**src/logic/dso_cfg.svh**
```systemverilog
// Offsets, codes, reset values and timing of the drive status block
`ifndef DSO_CFG_SVH
`define DSO_CFG_SVH

// ----------------------------------------
// Register byte offsets
// ----------------------------------------
`define DSO_SRC_SEL_OFF   8'h00
`define DSO_OUT_SEL_OFF   8'h04
`define DSO_CHK_EN_OFF    8'h08
`define DSO_INIT_CFG_OFF  8'h0C
`define DSO_INIT_TRG_OFF  8'h10
`define DSO_STATUS_OFF    8'h14
`define DSO_IRQ_STAT_OFF  8'h18
`define DSO_IRQ_MASK_OFF  8'h1C
`define DSO_SPAN_CAL_OFF  8'h20
`define DSO_TRIP_CNT_OFF  8'h24
`define DSO_RUN_TIME_OFF  8'h28
`define DSO_PON_TIME_OFF  8'h2C

// ----------------------------------------
// Codes
// ----------------------------------------
`define DSO_CODE_00       8'h00
`define DSO_CODE_01       8'h01
`define DSO_CODE_02       8'h02
`define DSO_CODE_03       8'h03
`define DSO_FUNC_FREQ     8'h3A
`define DSO_FUNC_RUN      8'h3B
`define DSO_FUNC_SM       8'h3C
// Phase loss window, output frequency in 0.01 Hz units
`define DSO_PL_LO         16'd500
`define DSO_PL_HI         16'd10000

// ----------------------------------------
// Reset and factory default values
// ----------------------------------------
`define DSO_FSRC_DEF0     8'h02
`define DSO_FSRC_DEF1     8'h00
`define DSO_RSRC_DEF0     8'h02
`define DSO_RSRC_DEF1     8'h01
`define DSO_TERM_DEF      8'h00
`define DSO_RELAY_DEF     8'h00
`define DSO_CHK_DEF       8'h01

// ----------------------------------------
// Timing
// ----------------------------------------
`define DSO_CLK_MHZ       50
`define DSO_INIT_SHOW_MS  2000
`define DSO_TICK_MS       1000
`define DSO_INIT_CYC      (`DSO_INIT_SHOW_MS * `DSO_CLK_MHZ * 1000)
`define DSO_TICK_CYC      (`DSO_TICK_MS * `DSO_CLK_MHZ * 1000)

`endif

```
**src/logic/dso_pkg.sv**
```systemverilog
// Types shared by the drive status block
package dso_pkg;

	// ----------------------------------------
	// Initialisation sequencer states
	// ----------------------------------------
	typedef enum logic [2:0] {
		DSO_IDLE = 3'b001,
		DSO_APPLY = 3'b010,
		DSO_SHOW = 3'b100
	} dso_state_e;

	// ----------------------------------------
	// Initialisation setup
	// ----------------------------------------
	typedef struct packed {
		logic [7:0] region;
		logic [7:0] target;
		logic [7:0] mode;
	} dso_init_s;

	// ----------------------------------------
	// Indication outputs
	// ----------------------------------------
	typedef struct packed {
		logic second_motor;
		logic run_src;
		logic freq_src;
	} dso_ind_s;

endpackage

```
**src/logic/dso_status_init.sv**
```systemverilog
// Drive status outputs, check enables and parameter initialisation
`include "dso_cfg.svh"
`timescale 1ns/1ns
`default_nettype none

module dso_status_init #(
	parameter int INIT_CYC = `DSO_INIT_CYC,
	parameter int TICK_CYC = `DSO_TICK_CYC
) (
	input  wire logic        hclk,
	input  wire logic        hresetn,
	input  wire logic        hsel,
	input  wire logic [31:0] haddr,
	input  wire logic [1:0]  htrans,
	input  wire logic        hwrite,
	input  wire logic [2:0]  hsize,
	input  wire logic [31:0] hwdata,
	input  wire logic        hready,
	output logic      [31:0] hrdata,
	output logic             hreadyout,
	output logic             hresp,
	input  wire logic        second_motor_sel_pin,
	input  wire logic [15:0] output_freq,
	input  wire logic        run_active,
	input  wire logic        trip_event,
	output logic             freq_ref_source_ind,
	output logic             run_cmd_source_ind,
	output logic             second_motor_active_ind,
	output logic             term_out,
	output logic             relay_out,
	output logic             ground_fault_check_start,
	output logic             phase_loss_check_active,
	output logic             init_busy,
	output logic             irq
);

	// ----------------------------------------
	// Storage
	// ----------------------------------------
	logic [7:0]        freq_source_select;      // Frequency source code
	logic [7:0]        run_cmd_source_select;   // Run command source code
	logic [7:0]        output_terminal_func_sel; // Terminal function
	logic [7:0]        relay_func_sel;          // Relay function
	logic [7:0]        ground_fault_check_en;   // 00 off, 01 on
	logic [7:0]        phase_loss_check_en;     // 00 off, 01 on
	dso_pkg::dso_init_s init_cfg_reg;           // Mode, target, region
	logic [7:0]        init_trigger;            // 01 starts a run
	logic [15:0]       analog_span_cal;         // Never restored
	logic [15:0]       trip_cnt_reg;            // Trip history depth
	logic [31:0]       run_time_reg;            // Seconds while running
	logic [31:0]       pon_time_reg;            // Seconds since power-up
	logic [2:0]        irq_stat_reg;            // Sticky events
	logic [2:0]        irq_mask_reg;            // Enables per event
	dso_pkg::dso_state_e state_reg;             // Sequencer state
	logic [31:0]       show_cnt_reg;            // Busy display timer
	logic [31:0]       tick_cnt_reg;            // One second divider
	logic              tick;                    // One second pulse
	logic              sm_meta_reg;             // Synchroniser stage 1
	logic              sm_sync_reg;             // Synchroniser stage 2
	logic              sm_prev_reg;             // For edge detect
	logic              pon_pend_reg;            // Power-up check pending
	dso_pkg::dso_ind_s ind;                     // Indication set
	logic              init_done;               // Sequence end pulse

	// ----------------------------------------
	// Bus address phase capture
	// ----------------------------------------
	logic        dp_wr_reg;   // Write pending in data phase
	logic [7:0]  dp_addr_reg; // Its word offset
	logic        ap_valid;    // Accepted address phase
	logic [31:0] rd_mux;      // Read value selected

	assign ap_valid = hsel && hready && htrans[1];
	// Zero wait states, always OKAY
	assign hreadyout = 1'b1;
	assign hresp = 1'b0;

	// Latch write intent for the data phase
	always_ff @(posedge hclk or negedge hresetn) begin
		if (!hresetn) begin
			dp_wr_reg <= 1'b0;
			dp_addr_reg <= 8'h00;
		end else begin
			dp_wr_reg <= ap_valid && hwrite;
			dp_addr_reg <= {haddr[7:2], 2'b00};
		end
	end

	logic wr_src, wr_out, wr_chk, wr_cfg, wr_trg;
	logic wr_stat, wr_mask, wr_cal;
	assign wr_src = dp_wr_reg && dp_addr_reg == `DSO_SRC_SEL_OFF;
	assign wr_out = dp_wr_reg && dp_addr_reg == `DSO_OUT_SEL_OFF;
	assign wr_chk = dp_wr_reg && dp_addr_reg == `DSO_CHK_EN_OFF;
	assign wr_cfg = dp_wr_reg && dp_addr_reg == `DSO_INIT_CFG_OFF;
	assign wr_trg = dp_wr_reg && dp_addr_reg == `DSO_INIT_TRG_OFF;
	assign wr_stat = dp_wr_reg && dp_addr_reg == `DSO_IRQ_STAT_OFF;
	assign wr_mask = dp_wr_reg && dp_addr_reg == `DSO_IRQ_MASK_OFF;
	assign wr_cal = dp_wr_reg && dp_addr_reg == `DSO_SPAN_CAL_OFF;

	// ----------------------------------------
	// Read path
	// ----------------------------------------
	// Registered so data stands through the data phase
	always_comb begin
		case ({haddr[7:2], 2'b00})
			`DSO_SRC_SEL_OFF:
				rd_mux = {16'h0000, run_cmd_source_select,
					freq_source_select};
			`DSO_OUT_SEL_OFF:
				rd_mux = {16'h0000, relay_func_sel,
					output_terminal_func_sel};
			`DSO_CHK_EN_OFF:
				rd_mux = {16'h0000, phase_loss_check_en,
					ground_fault_check_en};
			`DSO_INIT_CFG_OFF: rd_mux = {8'h00, init_cfg_reg};
			`DSO_INIT_TRG_OFF: rd_mux = {24'h0000_00, init_trigger};
			`DSO_STATUS_OFF:
				rd_mux = {26'h000_0000, init_busy,
					phase_loss_check_active, pon_pend_reg, ind};
			`DSO_IRQ_STAT_OFF: rd_mux = {29'h0000_0000, irq_stat_reg};
			`DSO_IRQ_MASK_OFF: rd_mux = {29'h0000_0000, irq_mask_reg};
			`DSO_SPAN_CAL_OFF: rd_mux = {16'h0000, analog_span_cal};
			`DSO_TRIP_CNT_OFF: rd_mux = {16'h0000, trip_cnt_reg};
			`DSO_RUN_TIME_OFF: rd_mux = run_time_reg;
			`DSO_PON_TIME_OFF: rd_mux = pon_time_reg;
			default: rd_mux = 32'h0000_0000; // Unmapped reads zero
		endcase
	end

	always_ff @(posedge hclk or negedge hresetn) begin
		if (!hresetn)
			hrdata <= 32'h0000_0000;
		else if (ap_valid && !hwrite)
			hrdata <= rd_mux;
	end

	// ----------------------------------------
	// Second motor select input
	// ----------------------------------------
	// Pin is asynchronous; two stages before use
	always_ff @(posedge hclk or negedge hresetn) begin
		if (!hresetn) begin
			sm_meta_reg <= 1'b0;
			sm_sync_reg <= 1'b0;
			sm_prev_reg <= 1'b0;
		end else begin
			sm_meta_reg <= second_motor_sel_pin;
			sm_sync_reg <= sm_meta_reg;
			sm_prev_reg <= sm_sync_reg;
		end
	end

	// ----------------------------------------
	// Indications and output routing
	// ----------------------------------------
	// Second control mode masks both source flags
	// One driver for the whole set: second motor, run, frequency
	assign ind = {sm_sync_reg,
		(run_cmd_source_select == `DSO_CODE_02) && !sm_sync_reg,
		(freq_source_select == `DSO_CODE_02) && !sm_sync_reg};

	// Selects one indication by function code
	function automatic logic route(input logic [7:0] code,
		input dso_pkg::dso_ind_s s);
		case (code)
			`DSO_FUNC_FREQ: route = s.freq_src;
			`DSO_FUNC_RUN: route = s.run_src;
			`DSO_FUNC_SM: route = s.second_motor;
			default: route = 1'b0;
		endcase
	endfunction

	// Outputs from flip-flops, one cycle behind
	always_ff @(posedge hclk or negedge hresetn) begin
		if (!hresetn) begin
			freq_ref_source_ind <= 1'b0;
			run_cmd_source_ind <= 1'b0;
			second_motor_active_ind <= 1'b0;
			term_out <= 1'b0;
			relay_out <= 1'b0;
			phase_loss_check_active <= 1'b0;
		end else begin
			freq_ref_source_ind <= ind.freq_src;
			run_cmd_source_ind <= ind.run_src;
			second_motor_active_ind <= ind.second_motor;
			term_out <= route(output_terminal_func_sel, ind);
			relay_out <= route(relay_func_sel, ind);
			// Inclusive 5 Hz to 100 Hz window
			phase_loss_check_active <=
				phase_loss_check_en == `DSO_CODE_01
				&& output_freq >= `DSO_PL_LO
				&& output_freq <= `DSO_PL_HI;
		end
	end

	// ----------------------------------------
	// Power-up ground fault check
	// ----------------------------------------
	// Decided one cycle after release so the setting is settled
	always_ff @(posedge hclk or negedge hresetn) begin
		if (!hresetn) begin
			pon_pend_reg <= 1'b1;
			ground_fault_check_start <= 1'b0;
		end else begin
			pon_pend_reg <= 1'b0;
			ground_fault_check_start <= pon_pend_reg
				&& ground_fault_check_en == `DSO_CODE_01;
		end
	end

	// ----------------------------------------
	// Initialisation sequencer
	// ----------------------------------------
	logic do_clear;   // Trip history clear this cycle
	logic do_restore; // Default restore this cycle
	logic in_apply;

	assign in_apply = state_reg == dso_pkg::DSO_APPLY;
	assign do_clear = in_apply && (init_cfg_reg.mode == `DSO_CODE_01
		|| init_cfg_reg.mode == `DSO_CODE_03);
	assign do_restore = in_apply && (init_cfg_reg.mode == `DSO_CODE_02
		|| init_cfg_reg.mode == `DSO_CODE_03);
	assign init_busy = state_reg != dso_pkg::DSO_IDLE;
	assign init_done = state_reg == dso_pkg::DSO_SHOW
		&& show_cnt_reg == 32'h0000_0000;

	// Busy display, then return to idle
	always_ff @(posedge hclk or negedge hresetn) begin
		if (!hresetn) begin
			state_reg <= dso_pkg::DSO_IDLE;
			show_cnt_reg <= 32'h0000_0000;
		end else begin
			case (state_reg)
				dso_pkg::DSO_IDLE: begin
					if (init_trigger == `DSO_CODE_01)
						state_reg <= dso_pkg::DSO_APPLY;
				end
				dso_pkg::DSO_APPLY: begin
					state_reg <= dso_pkg::DSO_SHOW;
					show_cnt_reg <= 32'(INIT_CYC - 1);
				end
				dso_pkg::DSO_SHOW: begin
					if (show_cnt_reg == 32'h0000_0000)
						state_reg <= dso_pkg::DSO_IDLE;
					else
						show_cnt_reg <= show_cnt_reg - 32'h0000_0001;
				end
				default: state_reg <= dso_pkg::DSO_IDLE;
			endcase
		end
	end

	// Trigger only accepts 00 and 01; self-clears when done
	always_ff @(posedge hclk or negedge hresetn) begin
		if (!hresetn)
			init_trigger <= `DSO_CODE_00;
		else if (init_done)
			init_trigger <= `DSO_CODE_00;
		else if (wr_trg && !init_busy && hwdata[7:1] == 7'h00)
			init_trigger <= hwdata[7:0];
	end

	// Setup held only in flops, so power-up always reads mode 00
	always_ff @(posedge hclk or negedge hresetn) begin
		if (!hresetn)
			init_cfg_reg <= '0;
		else if (wr_cfg)
			init_cfg_reg <= hwdata[23:0];
	end

	// Calibration is outside the restore path
	always_ff @(posedge hclk or negedge hresetn) begin
		if (!hresetn)
			analog_span_cal <= 16'h0000;
		else if (wr_cal)
			analog_span_cal <= hwdata[15:0];
	end

	// ----------------------------------------
	// Parameters with restore
	// ----------------------------------------
	// Region bit picks the default set
	always_ff @(posedge hclk or negedge hresetn) begin
		if (!hresetn) begin
			freq_source_select <= `DSO_FSRC_DEF0;
			run_cmd_source_select <= `DSO_RSRC_DEF0;
			ground_fault_check_en <= `DSO_CHK_DEF;
			phase_loss_check_en <= `DSO_CHK_DEF;
		end else if (do_restore) begin
			freq_source_select <= init_cfg_reg.region[0]
				? `DSO_FSRC_DEF1 : `DSO_FSRC_DEF0;
			run_cmd_source_select <= init_cfg_reg.region[0]
				? `DSO_RSRC_DEF1 : `DSO_RSRC_DEF0;
			ground_fault_check_en <= `DSO_CHK_DEF;
			phase_loss_check_en <= `DSO_CHK_DEF;
		end else begin
			if (wr_src) begin
				freq_source_select <= hwdata[7:0];
				run_cmd_source_select <= hwdata[15:8];
			end
			if (wr_chk) begin
				ground_fault_check_en <= hwdata[7:0];
				phase_loss_check_en <= hwdata[15:8];
			end
		end
	end

	// Terminal settings restored only for target 00
	always_ff @(posedge hclk or negedge hresetn) begin
		if (!hresetn) begin
			output_terminal_func_sel <= `DSO_TERM_DEF;
			relay_func_sel <= `DSO_RELAY_DEF;
		end else if (do_restore
			&& init_cfg_reg.target == `DSO_CODE_00) begin
			output_terminal_func_sel <= `DSO_TERM_DEF;
			relay_func_sel <= `DSO_RELAY_DEF;
		end else if (wr_out) begin
			output_terminal_func_sel <= hwdata[7:0];
			relay_func_sel <= hwdata[15:8];
		end
	end

	// ----------------------------------------
	// Trip history and lifetime timers
	// ----------------------------------------
	// A trip in the clearing cycle is kept, so count is one
	always_ff @(posedge hclk or negedge hresetn) begin
		if (!hresetn)
			trip_cnt_reg <= 16'h0000;
		else if (do_clear)
			trip_cnt_reg <= {15'h0000, trip_event};
		else if (trip_event && trip_cnt_reg != 16'hFFFF)
			trip_cnt_reg <= trip_cnt_reg + 16'h0001;
	end

	assign tick = tick_cnt_reg == 32'(TICK_CYC - 1);

	// Timers have no path from the sequencer
	always_ff @(posedge hclk or negedge hresetn) begin
		if (!hresetn) begin
			tick_cnt_reg <= 32'h0000_0000;
			run_time_reg <= 32'h0000_0000;
			pon_time_reg <= 32'h0000_0000;
		end else begin
			tick_cnt_reg <= tick ? 32'h0000_0000
				: tick_cnt_reg + 32'h0000_0001;
			if (tick) begin
				pon_time_reg <= pon_time_reg + 32'h0000_0001;
				if (run_active)
					run_time_reg <= run_time_reg + 32'h0000_0001;
			end
		end
	end

	// ----------------------------------------
	// Interrupts
	// ----------------------------------------
	logic [2:0] ev; // Done, ground check, second motor on
	assign ev = {sm_sync_reg && !sm_prev_reg,
		ground_fault_check_start, init_done};

	// Set wins over a write-one clear
	always_ff @(posedge hclk or negedge hresetn) begin
		if (!hresetn) begin
			irq_stat_reg <= 3'b000;
			irq_mask_reg <= 3'b000;
		end else begin
			irq_stat_reg <= (irq_stat_reg
				& ~(wr_stat ? hwdata[2:0] : 3'b000)) | ev;
			if (wr_mask)
				irq_mask_reg <= hwdata[2:0];
		end
	end

	assign irq = |(irq_stat_reg & irq_mask_reg);

endmodule

`default_nettype wire

```
**config.mk**
```make
export PLATFORM = sky130hd
export DESIGN_NAME = dso_status_init
export DESIGN_NICKNAME = d
export VERILOG_FILES = /design/src/logic/dso_pkg.sv /design/src/logic/dso_status_init.sv
export VERILOG_INCLUDE_DIRS = /design/src /design/src/logic
export SDC_FILE = /design/constraint.sdc
export NUM_CORES = 1
export LEC_CHECK = 0
export ABC_AREA = 1
export BUFFER_PORTS_ARGS = -buffer_cell sky130_fd_sc_hd__buf_4
export CAP_MARGIN = 20
export CORE_MARGIN = 8
export CORE_UTILIZATION = 42
export DETAILED_ROUTE_END_ITERATION = 16
export HOLD_SLACK_MARGIN = 0.1
export PLACE_DENSITY_LB_ADDON = 0.12
export SLEW_MARGIN = 10
export SYNTH_ARGS = -nofsm -noshare
export SYNTH_HDL_FRONTEND = slang
export SYNTH_SLANG_ARGS = --single-unit
```
**constraint.sdc**
```tcl
create_clock -name hclk -period 2.3 [get_ports hclk]
set_clock_uncertainty 0.1 [all_clocks]
set_input_delay 0.345 -clock hclk [delete_from_list [all_inputs] [get_ports hclk]]
set_output_delay 0.345 -clock hclk [all_outputs]
set_load 0.005 [all_outputs]
```
==> flow_metrics.py, run 1 <==
metrics = {
    "run_status": {
        "outcome": "complete, no violations",
    },
    "synth": {
        "ys_seq_area_share_pct": 44.56,
        "synth-warning-count": 0,
        "yosysUniqueCellTypes": 44,
        "async_flop_share_pct": 100.0,
        "syn_area_um2": 16750,
        "synthCells": 2334,
        "synth.avg_cell_area_um2": 7.177,
        "synth_top_flop_cell": "dfrtp_1",
        "synth_edf_count": 0,
        "synth-seq-cells": 298,
    },
    "pwr": {
        "p_leak_nw": 9.875,
        "p_per_area_nw_per_um2": 615.6,
        "irDropWorstVdd_v": 0.0004334,
        "p_total_mw": 12.37,
    },
    "drt": {
        "drc_errors": 0,
        "wl_per_cell_um": 17.31,
        "dr_total_vias": 15840,
        "dr.pass1.iters": 5,
        "viasPerCell": 5.168,
        "wl_um": 53040,
        "ant_nets": 0,
        "drtIter0Drc": 1331,
    },
    "timing": {
        "period_share_pct": 98.84,
        "post-route-min-period_ps": 2273,
        "slew_violations": 0,
        "hold_violations": 0,
        "grt_setup_unrepaired": "no",
        "maxSlewHeadroom_pct": 58.64,
        "worstMarginPinSlew_ps": 614.8,
        "finalSetupTns_ps": 0,
        "setup_viol": 0,
        "fmax_mhz": 439.9,
    },
    "critical_path": {
        "arrival_ps": 2600,
        "critPathLaunchType": "flip-flop",
        "worstPathBufferInverterCount": 3,
        "crit_fanout": 27,
        "worstPathCellList": "or2_1 > nor2_1 > nand3_2 > inv_2 > buf_4 > nand2_2 > inv_1 > a21oi_1",
        "required_ps": 2630,
        "cpPeakStageDelay_ps": 410,
        "critPathKind": "reg2reg",
        "critical_path.top_delay_family": "simple AND/OR/NAND/NOR gates",
        "crit_slowest_cell": "dfrtp_1",
        "critPathCaptureType": "flip-flop",
    },
    "clock_tree": {
        "clkTransAtPathRegs_ps": 60,
        "clockBufferDepth": 3,
        "cts_tree": "built",
        "clkSinkCount": 298,
        "cts.htree.levels": 2,
        "clk_latency_ps": 560,
        "cts_made_buffers": 37,
        "cts_root_buffer": "clkbuf_16",
    },
    "placed_design": {
        "placement.io_buffers": 95,
        "gp_congestion": 0.9337,
        "hpwlAfterDp_um": 39770,
        "dp_cells": 2955,
    },
    "global_route": {
        "grt_first_pass_wirelength_um": 85730,
        "grt_use_met2_pct": 36.05,
        "antenna_found_initial": 0,
        "grt_usage_pct": 22.85,
        "top_usage_layer": "met2",
        "grt_max_degree": 61,
        "use_met1_pct": 32.01,
        "grt.overflow.total": 0,
        "grt_pass1_vias": 15600,
        "use_met3_pct": 3.580,
    },
    "floorplanning": {
        "dieArea_um2": 46530,
        "dieWidth_um": 215.7,
        "die_h_um": 215.7,
        "io_pins": 136,
        "core_area_um2": 39550,
        "initial_core_util_pct": 42.36,
        "num_rows": 73,
    },
    "layout": {
        "final_cells": 3065,
        "drive_above_1_share_pct": 11.85,
        "area_growth_pct": 19.97,
        "layout.nets": 2611,
        "n_antenna_cell": 0,
        "fillers": 3931,
    },
    "min_path": {
        "hp-class": "in2reg",
    },
    "job": {
        "max-cap-violations": 0,
    },
}
report_power, final:
group	switching, mW	internal (mW)	leakage, nW	total (mW)
Sequential	0.138	5.39	3.67	5.53
Combinational	0.433	0.300	5.58	0.733
Clock	2.39	3.72	0.625	6.11
Total	2.96	9.41	9.88	12.4
logic make-up after synthesis:
| family | after synthesis | share of synthesized area [%] |
|---|---|---|
| AND/OR/NAND/NOR | 1405 | 34.95 |
| other | 2 | 0.04483 |
| adder cells (fa/ha/maj) | 5 | 0.3735 |
| multiplexers | 14 | 0.9411 |
| flip-flops | 298 | 44.56 |
| XOR/XNOR | 79 | 4.131 |
| AO/OA/AOI/OAI | 235 | 7.671 |
| buffers and inverters | 296 | 7.328 |
worst reg2reg max path, cell delays in order (launching register included):
cell,delay [ps]
dfrtp_1,410
or2_1,260
nor2_1,350
nand3_2,150
inv_2,140
buf_4,140
nand2_2,290
inv_1,240
a21oi_1,70
layer usage:
metal / vias up / wire length (µm) / part of all wire, %
met5: - / 0 / 0
met4: 0 / 1276 / 2.4
li1: 7782 / - / -
met2: 426 / 23730 / 45
met3: 85 / 3221 / 6.1
met1: 7546 / 24810 / 47
cell usage after synthesis (8+ instances only):
| cell | number | area share, % |
|---|---|---|
| nand3b_1 | 10 | 0.45 |
| nand4_1 | 44 | 1.6 |
| dfrtp_1 | 292 | 44 |
| nor2_1 | 306 | 6.9 |
| buf_6 | 10 | 0.67 |
| nor3_1 | 62 | 1.9 |
| xnor2_1 | 16 | 0.84 |
| a21oi_1 | 26 | 0.78 |
| inv_2 | 8 | 0.18 |
| clkbuf_1 | 24 | 0.54 |
| buf_2 | 18 | 0.54 |
| o22ai_1 | 19 | 0.71 |
| nand3_1 | 150 | 4.5 |
| o21ai_2 | 13 | 0.68 |
| xor2_1 | 63 | 3.3 |
| nand2_1 | 795 | 18 |
| inv_1 | 228 | 5.1 |
| o21ai_0 | 124 | 3.7 |
| mux2_2 | 14 | 0.94 |
| o21ai_1 | 39 | 1.2 |
| nor2_2 | 8 | 0.30 |
layout make-up:
cell class / instances / area (µm²) / share of cell area, %
Sequential cell: 298 / 7467 / 37.16
Clock buffer: 52 / 1115 / 5.548
Inverter: 237 / 894.6 / 4.452
Multi-Input combinational cell: 1741 / 8092 / 40.27
Tap cell: 525 / 656.9 / 3.269
Timing Repair Buffer: 198 / 1714 / 8.530
Clock inverter: 14 / 156.4 / 0.7783
through the flow:
step	setup WS, ps	cell area [µm²]	hold slack (ps)	utilization, %
after floorplan	391.0	16750	-50.59	-
after global placement	108.3	18360	234.6	46.43
after detailed placement	70.84	18360	243.5	46.43
after CTS	80.12	20030	179.8	50.66
after global routing	3.863	20100	232.3	50.81
final	26.57	20100	200.5	50.81
what timing repair did:
item | 4_1_cts | 5_1_grt
setup endpoints to repair | 0 | 55
hold endpoints to repair | 197 | 0
hold buffers | 40 | 0
resized for setup | 0 | 8
setup buffers | 0 | 3
cells in the final DEF, fill, tap and decap left out, types with 3 or more instances in the layout:
cell type | synthesis | final
nand2_1 | 795 | 794
nor2_1 | 306 | 302
dfrtp_1 | 292 | 290
inv_1 | 228 | 227
nand3_1 | 150 | 150
buf_4 | 5 | 147
o21ai_0 | 124 | 124
xor2_1 | 63 | 63
nor3_1 | 62 | 61
nand4_1 | 44 | 44
dlygate4sd3_1 | 0 | 40
o21ai_1 | 39 | 39
clkbuf_16 | 0 | 39
a21oi_1 | 26 | 26
o22ai_1 | 19 | 19
xnor2_1 | 16 | 16
mux2_2 | 14 | 14
o21ai_2 | 13 | 13
nor2_2 | 8 | 11
nand3b_1 | 10 | 10
clkbuf_8 | 0 | 9
buf_12 | 0 | 9
nand2_2 | 7 | 8
clkinv_2 | 0 | 8
inv_2 | 8 | 7
o21bai_1 | 7 | 7
nor2_4 | 5 | 6
dfstp_2 | 6 | 6
nor4_1 | 6 | 5
ha_1 | 5 | 5
clkinvlp_4 | 0 | 4
clkbuf_1 | 24 | 4
or2_2 | 3 | 3
nor3_2 | 2 | 3
conb_1 | 2 | 3
bufinv_16 | 0 | 3
path summary, 6_finish.rpt:
kind | from | end | cells after the start | slack (ps)
worst max-delay path | init_cfg_reg[2] | relay_func_sel[7] | 8 | 30
worst min-delay path | hready | hrdata[3] | 6 | 200
worst max register to register | init_cfg_reg[2] | relay_func_sel[7] | 8 | 30
worst min register to register | sm_meta_reg | sm_sync_reg | 0 | 270
max in group asynchronous | hresetn | phase_loss_check_en[0] | 3 | 1100
min in group asynchronous | hresetn | dp_wr_reg | 2 | 250
Power figures use the tool's default switching activity.
==> run 2, diff against run 1 <==
==> constraint.sdc (replaced) <==
create_clock -name hclk -period 1.85 [get_ports hclk]
set_clock_uncertainty 0.1 [all_clocks]
set_input_delay 0.2775 -clock hclk [delete_from_list [all_inputs] [get_ports hclk]]
set_output_delay 0.2775 -clock hclk [all_outputs]
set_load 0.005 [all_outputs]
==> run 2 against run 1 <==
Count of clock-buffer cells in the layout increased by 3. Via count increased by 5.1%. Maximum frequency is 23% higher. Final cell count is 5.3% higher. Total power increased by 27%. Critical path type unchanged. Largest power group unchanged.
==> flow_metrics.py, run 2 (same netlist as run 1, synthesis figures left out) <==
metrics = {
    "drt": {
        "wl_um": 57100,
        "dr.pass1.iters": 6,
        "dr_total_vias": 16650,
        "drtIter0Drc": 1291,
        "wl_per_cell_um": 17.70,
        "viasPerCell": 5.162,
        "drc_errors": 0,
        "ant_nets": 0,
    },
    "pwr": {
        "p_per_area_nw_per_um2": 698.4,
        "irDropWorstVdd_v": 0.0005712,
        "switchingPower_mw": 3.693,
        "p_int_mw": 11.98,
        "p_leak_nw": 11.21,
        "clockPowerShare_pct": 49.3,
        "p_seq_share_pct": 43.7,
        "switching_share_pct": 23.57,
        "combPwrFrac_pct": 7.0,
    },
    "floorplanning": {
        "dieWidth_um": 215.7,
        "initial_core_util_pct": 42.36,
        "io_pins": 136,
        "num_rows": 73,
        "die_h_um": 215.7,
        "dieArea_um2": 46530,
        "core_area_um2": 39550,
    },
    "timing": {
        "slew_violations": 0,
        "period_share_pct": 99.86,
        "post-route-min-period_ps": 1848,
        "setup_viol": 0,
        "maxSlewHeadroom_pct": 58.48,
        "hold_violations": 0,
        "worstMarginPinSlew_ps": 617.1,
        "fmax_mhz": 541.3,
        "grt_setup_unrepaired": "yes",
    },
    "critical_path": {
        "critPathLaunchType": "flip-flop",
        "crit_fanout": 8,
        "arrival_ps": 2240,
        "critPathCaptureType": "flip-flop",
        "rrSetupSlack_ps": 3,
        "required_ps": 2240,
        "critPathKind": "reg2reg",
    },
    "layout": {
        "drive_above_1_share_pct": 22.44,
        "final_cell_mix": "nand2_1 (722), dfrtp_1 (286), nor2_1 (265), buf_4 (265), inv_1 (223)",
        "finalInstanceArea_um2": 22430,
        "n_antenna_cell": 0,
        "final_util_pct": 56.72,
        "final_common_cell": "nand2_1",
        "fillers": 3687,
        "area_growth_pct": 33.93,
        "layout.nets": 2771,
    },
    "global_route": {
        "grt_first_pass_wirelength_um": 88930,
        "antenna_found_initial": 0,
        "grt_pass1_vias": 16300,
        "grt.overflow.total": 0,
        "grt_max_degree": 43,
        "grt_usage_pct": 23.76,
    },
    "placed_design": {
        "hpwlAfterDp_um": 41720,
        "gp_congestion": 0.9395,
        "placement.io_buffers": 95,
        "dpl-instance-area_um2": 19490,
    },
    "clock_tree": {
        "cts_root_buffer": "clkbuf_16",
        "cts_made_buffers": 37,
        "clkSinkCount": 298,
        "clockBufferDepth": 3,
        "clk_latency_ps": 550,
        "cts_tree": "built",
        "cts.htree.levels": 2,
        "clkTransAtPathRegs_ps": 60,
    },
    "run_status": {
        "outcome": "complete, no violations",
    },
    "min_path": {
        "hp-class": "in2async",
    },
    "job": {
        "max-cap-violations": 0,
    },
}
-- run 2: changes by cell type in the layout (fill, tap and decap cells not counted), moves of 15 or more --
| cell | change |
|---|---|
| buf_12 | +15 |
| buf_4 | +118 |
| nand2_1 | -72 |
| nand2_2 | +54 |
| nand2_4 | +17 |
| nor2_1 | -37 |
| nor2_2 | +27 |
| o21ai_0 | -33 |
| o21ai_1 | +19 |
-- run 2: final cells by class --
cell class	instances	area (µm²)	share of cell area, %
Sequential cell	298	7472	33.31
Tap cell	525	656.9	2.928
Clock buffer	55	1096	4.886
Multi-Input combinational cell	1743	8723	38.88
Clock inverter	12	191.4	0.8533
Inverter	237	925.9	4.127
Timing Repair inverter	1	16.27	0.07250
Timing Repair Buffer	355	3352	14.94
-- run 2: routing by layer --
layer  global-route usage (%)  vias to the layer above  part of all wire [%]
li1                         -                     8114                     -
met1                    32.81                     7951                    45
met2                    37.57                      489                    46
met3                    3.888                      100                   6.4
met4                    7.876                        0                   2.8
met5                        0                        -                     0
-- run 2: power groups by stage --
stage	registers, mW	clock network (mW)	logic [mW]
detailed placement	6.96	0	1.00
CTS	6.85	7.90	1.08
global placement	6.96	0	0.985
floorplan	6.94	0	0.369
finish	6.85	7.72	1.09
global route	6.87	8.12	1.22
-- run 2: repair_timing --
item / CTS / global route
setup buffers: 2 / 12
pin swaps: 4 / 32
gates cloned: 1 / 16
resized for setup: 18 / 248
hold buffers: 43 / 0
endpoints found under the setup margin: 91 / 201
endpoints found under the hold margin: 407 / 0
-- run 2: path summary, 6_finish.rpt --
check / startpoint / endpoint / depth (start not counted)
worst min register to register: sm_meta_reg / sm_sync_reg / 0
min in group hclk: hready / hrdata[8] / 6
max in group asynchronous: hresetn / state_reg[0] / 3
worst min-delay path: hresetn / relay_func_sel[7] / 2
worst max register to register: tick_cnt_reg[0] / run_time_reg[20] / 11
worst max-delay path: tick_cnt_reg[0] / run_time_reg[20] / 11
-- run 2: critical path: stages (launching register included) --
cell       delay [ps]
dfrtp_1           360
ha_2              200
nand3_2            90
inv_2              70
nand3_2            80
nor3b_4           250
nand3_2           120
buf_12            180
clkinv_8           80
clkbuf_16         160
nand2_2            50
nand2_1            50
-- run 2: per-stage QoR --
stage | hold slack (ps) | worst slack [ps] | cells | TNS, ps | power [mW]
floorplan | -118.1 | 17.31 | 2335 | 0 | 7.305
global placement | 111.9 | -204.3 | 3085 | -5866 | 7.945
detailed placement | 113.9 | -246.4 | 3085 | -8499 | 7.962
CTS | 123.7 | -23.89 | 3198 | -23.89 | 15.83
global route | 158.5 | -117.6 | 3226 | -5752 | 16.21
finish | 138.5 | 2.500 | 3226 | 0 | 15.67
==> run 3, diff against run 2 <==
--- a/config.mk
+++ b/config.mk
@@ -12,8 +12,10 @@
 export CORE_MARGIN = 8
 export CORE_UTILIZATION = 42
 export DETAILED_ROUTE_END_ITERATION = 16
+export GPL_TIMING_DRIVEN = 0
 export HOLD_SLACK_MARGIN = 0.1
 export PLACE_DENSITY_LB_ADDON = 0.12
+export RECOVER_POWER = 100
 export SLEW_MARGIN = 10
 export SYNTH_ARGS = -nofsm -noshare
 export SYNTH_HDL_FRONTEND = slang
==> run 3 against run 2 <==
The flow now finishes with violations (negative setup slack). Non-clock buffer count fell by 74. Sequential power barely moved. Die area did not move. First-iteration DRC count fell by 1.0%. Global-route usage rose by 0.31 points. Core utilization fell by 2.4 points. Hold slack got worse by 49 ps. Combinational power fell by 12%. Via count fell by 0.76%. Cell area fell by 4.3%. Critical path type unchanged.
==> flow_metrics.py, run 3 (same netlist as run 1, synthesis figures left out) <==
metrics = {
    "run_status": {
        "outcome": "complete, but fails checks",
        "violations": "negative setup slack",
    },
    "global_route": {
        "grt_usage_pct": 24.07,
        "use_met1_pct": 32.74,
        "grt_max_degree": 87,
        "grt_use_met2_pct": 39.03,
        "grt_pass1_vias": 16330,
        "top_usage_layer": "met2",
        "grt.overflow.total": 0,
        "grt_first_pass_wirelength_um": 90270,
        "antenna_found_initial": 0,
        "use_met3_pct": 4.671,
    },
    "timing": {
        "slew_violations": 0,
        "hold_violations": 0,
        "period_share_pct": 103.3,
        "setup_viol": 89,
        "worstMarginPinSlew_ps": 753.9,
        "fmax_mhz": 523.0,
        "maxSlewHeadroom_pct": 49.74,
        "post-route-min-period_ps": 1912,
        "setup_ws_ps": -61.93,
        "grt_setup_unrepaired": "yes",
    },
    "placed_design": {
        "placement.io_buffers": 95,
        "gp_congestion": 0.9327,
        "dp_cells": 2958,
        "place_ws_ps": -579.2,
        "hpwlAfterDp_um": 41510,
    },
    "min_path": {
        "hold_path_end": "hrdata[16]",
        "hp-start": "hwrite",
        "whs_path_depth": 4,
        "hp-class": "in2reg",
    },
    "critical_path": {
        "critPathLaunchType": "flip-flop",
        "crit_fanout": 5,
        "required_ps": 2210,
        "r2r-start": "tick_cnt_reg[0]",
        "rrSetupSlack_ps": -60,
        "critPathCaptureType": "flip-flop",
        "critPathKind": "reg2reg",
        "arrival_ps": 2270,
        "reg2reg_to": "pon_time_reg[8]",
        "r2r_cells": 12,
    },
    "layout": {
        "drive_above_1_share_pct": 19.63,
        "n_antenna_cell": 0,
        "area_growth_pct": 28.18,
        "final_cell_mix": "nand2_1 (713), dfrtp_1 (281), nor2_1 (264)",
        "layout.nets": 2694,
        "final_cells": 3138,
        "final_util_pct": 54.29,
        "fillers": 3864,
        "final_common_cell": "nand2_1",
    },
    "clock_tree": {
        "clkSinkCount": 298,
        "cts_root_buffer": "clkbuf_16",
        "clkTransAtPathRegs_ps": 50,
        "clk_latency_ps": 540,
        "cts_tree": "built",
        "cts_made_buffers": 37,
        "cts.htree.levels": 2,
        "clockBufferDepth": 3,
    },
    "floorplanning": {
        "dieArea_um2": 46530,
        "num_rows": 73,
        "dieWidth_um": 215.7,
        "die_h_um": 215.7,
        "core_area_um2": 39550,
        "initial_core_util_pct": 42.36,
        "io_pins": 136,
    },
    "drt": {
        "drtIter0Drc": 1278,
        "wl_per_cell_um": 18.32,
        "ant_nets": 0,
        "dr_total_vias": 16530,
        "viasPerCell": 5.267,
        "wl_um": 57500,
        "dr.pass1.iters": 5,
        "drc_errors": 0,
    },
    "pwr": {
        "p_leak_nw": 10.42,
        "irDropWorstVdd_v": 0.0006400,
        "p_total_mw": 14.47,
        "p_per_area_nw_per_um2": 673.7,
    },
    "job": {
        "max-cap-violations": 0,
    },
}
==> run 3: cell types whose count changed in the layout (fill, tap and decap cells not counted), moves of 6 or more <==
cell / delta
buf_4: -113
clkbuf_1: +16
buf_6: +15
buf_12: -14
clkbuf_16: -10
nand2_2: +10
nand2_1: -9
o21ai_1: -8
buf_2: +6
==> run 3: what timing repair did <==
item	4_1_cts	5_1_grt
hold buffers	43	1
gates cloned	5	7
endpoints found under the setup margin	223	196
pin swaps	23	58
gates resized for setup	125	220
buffers inserted	55	16
endpoints found under the hold margin	310	5
==> run 3: how the worst max path moves through the flow <==
stage	from	to	depth (start not counted)
floorplan	show_cnt_reg[0]	show_cnt_reg[0]	11
detailed placement	haddr[7]	hrdata[3]	9
global placement	hresetn	tick_cnt_reg[21]	1
finish	tick_cnt_reg[0]	pon_time_reg[8]	12
global route	show_cnt_reg[18]	show_cnt_reg[10]	12
CTS	tick_cnt_reg[1]	pon_time_reg[1]	11
==> run 3: power by group <==
part           switching (mW)  total, mW  internal [mW]
Sequential              0.167       6.88           6.71
Clock                    2.80       6.63           3.83
Combinational           0.573      0.959          0.387
==> run 3: area by class of cell <==
| cell class | count | area (µm²) | share of cell area [%] |
|---|---|---|---|
| Buffer | 58 | 523.0 | 2.436 |
| Timing Repair Buffer | 223 | 2054 | 9.568 |
| Multi-Input combinational cell | 1741 | 8788 | 40.93 |
| Clock buffer | 50 | 1025 | 4.772 |
| Tap cell | 525 | 656.9 | 3.059 |
| Inverter | 237 | 912.1 | 4.248 |
| Clock inverter | 6 | 33.78 | 0.1573 |
| Sequential cell | 298 | 7478 | 34.83 |
==> run 3: metal layers <==
layer | vias up | routed length [µm]
li1 | 7943 | -
met1 | 7969 | 25570
met2 | 519 | 26520
met3 | 97 | 3925
met4 | 0 | 1478
met5 | - | 0
==> run 3: metrics by stage <==
stage,cell area [µm²],setup TNS [ps],hold slack (ps)
detailed placement,18230,-70800,154.2
floorplan,16770,0,-118.1
finish,21470,-2846,89.14
global placement,18140,-774930,239.7
global route,21470,-14030,107.0
CTS,20620,-1419,138.5
==> run 3: critical path: stages, from the launching register on <==
cell and delay, ps:
dfrtp_1 390, ha_4 170, nand3_4 80, inv_2 60
nand3_2 80, nor3b_4 280, buf_6 160, nand2_8 60
inv_8 70, buf_12 130, clkbuf_16 150, nand2_2 40
o21ai_1 60
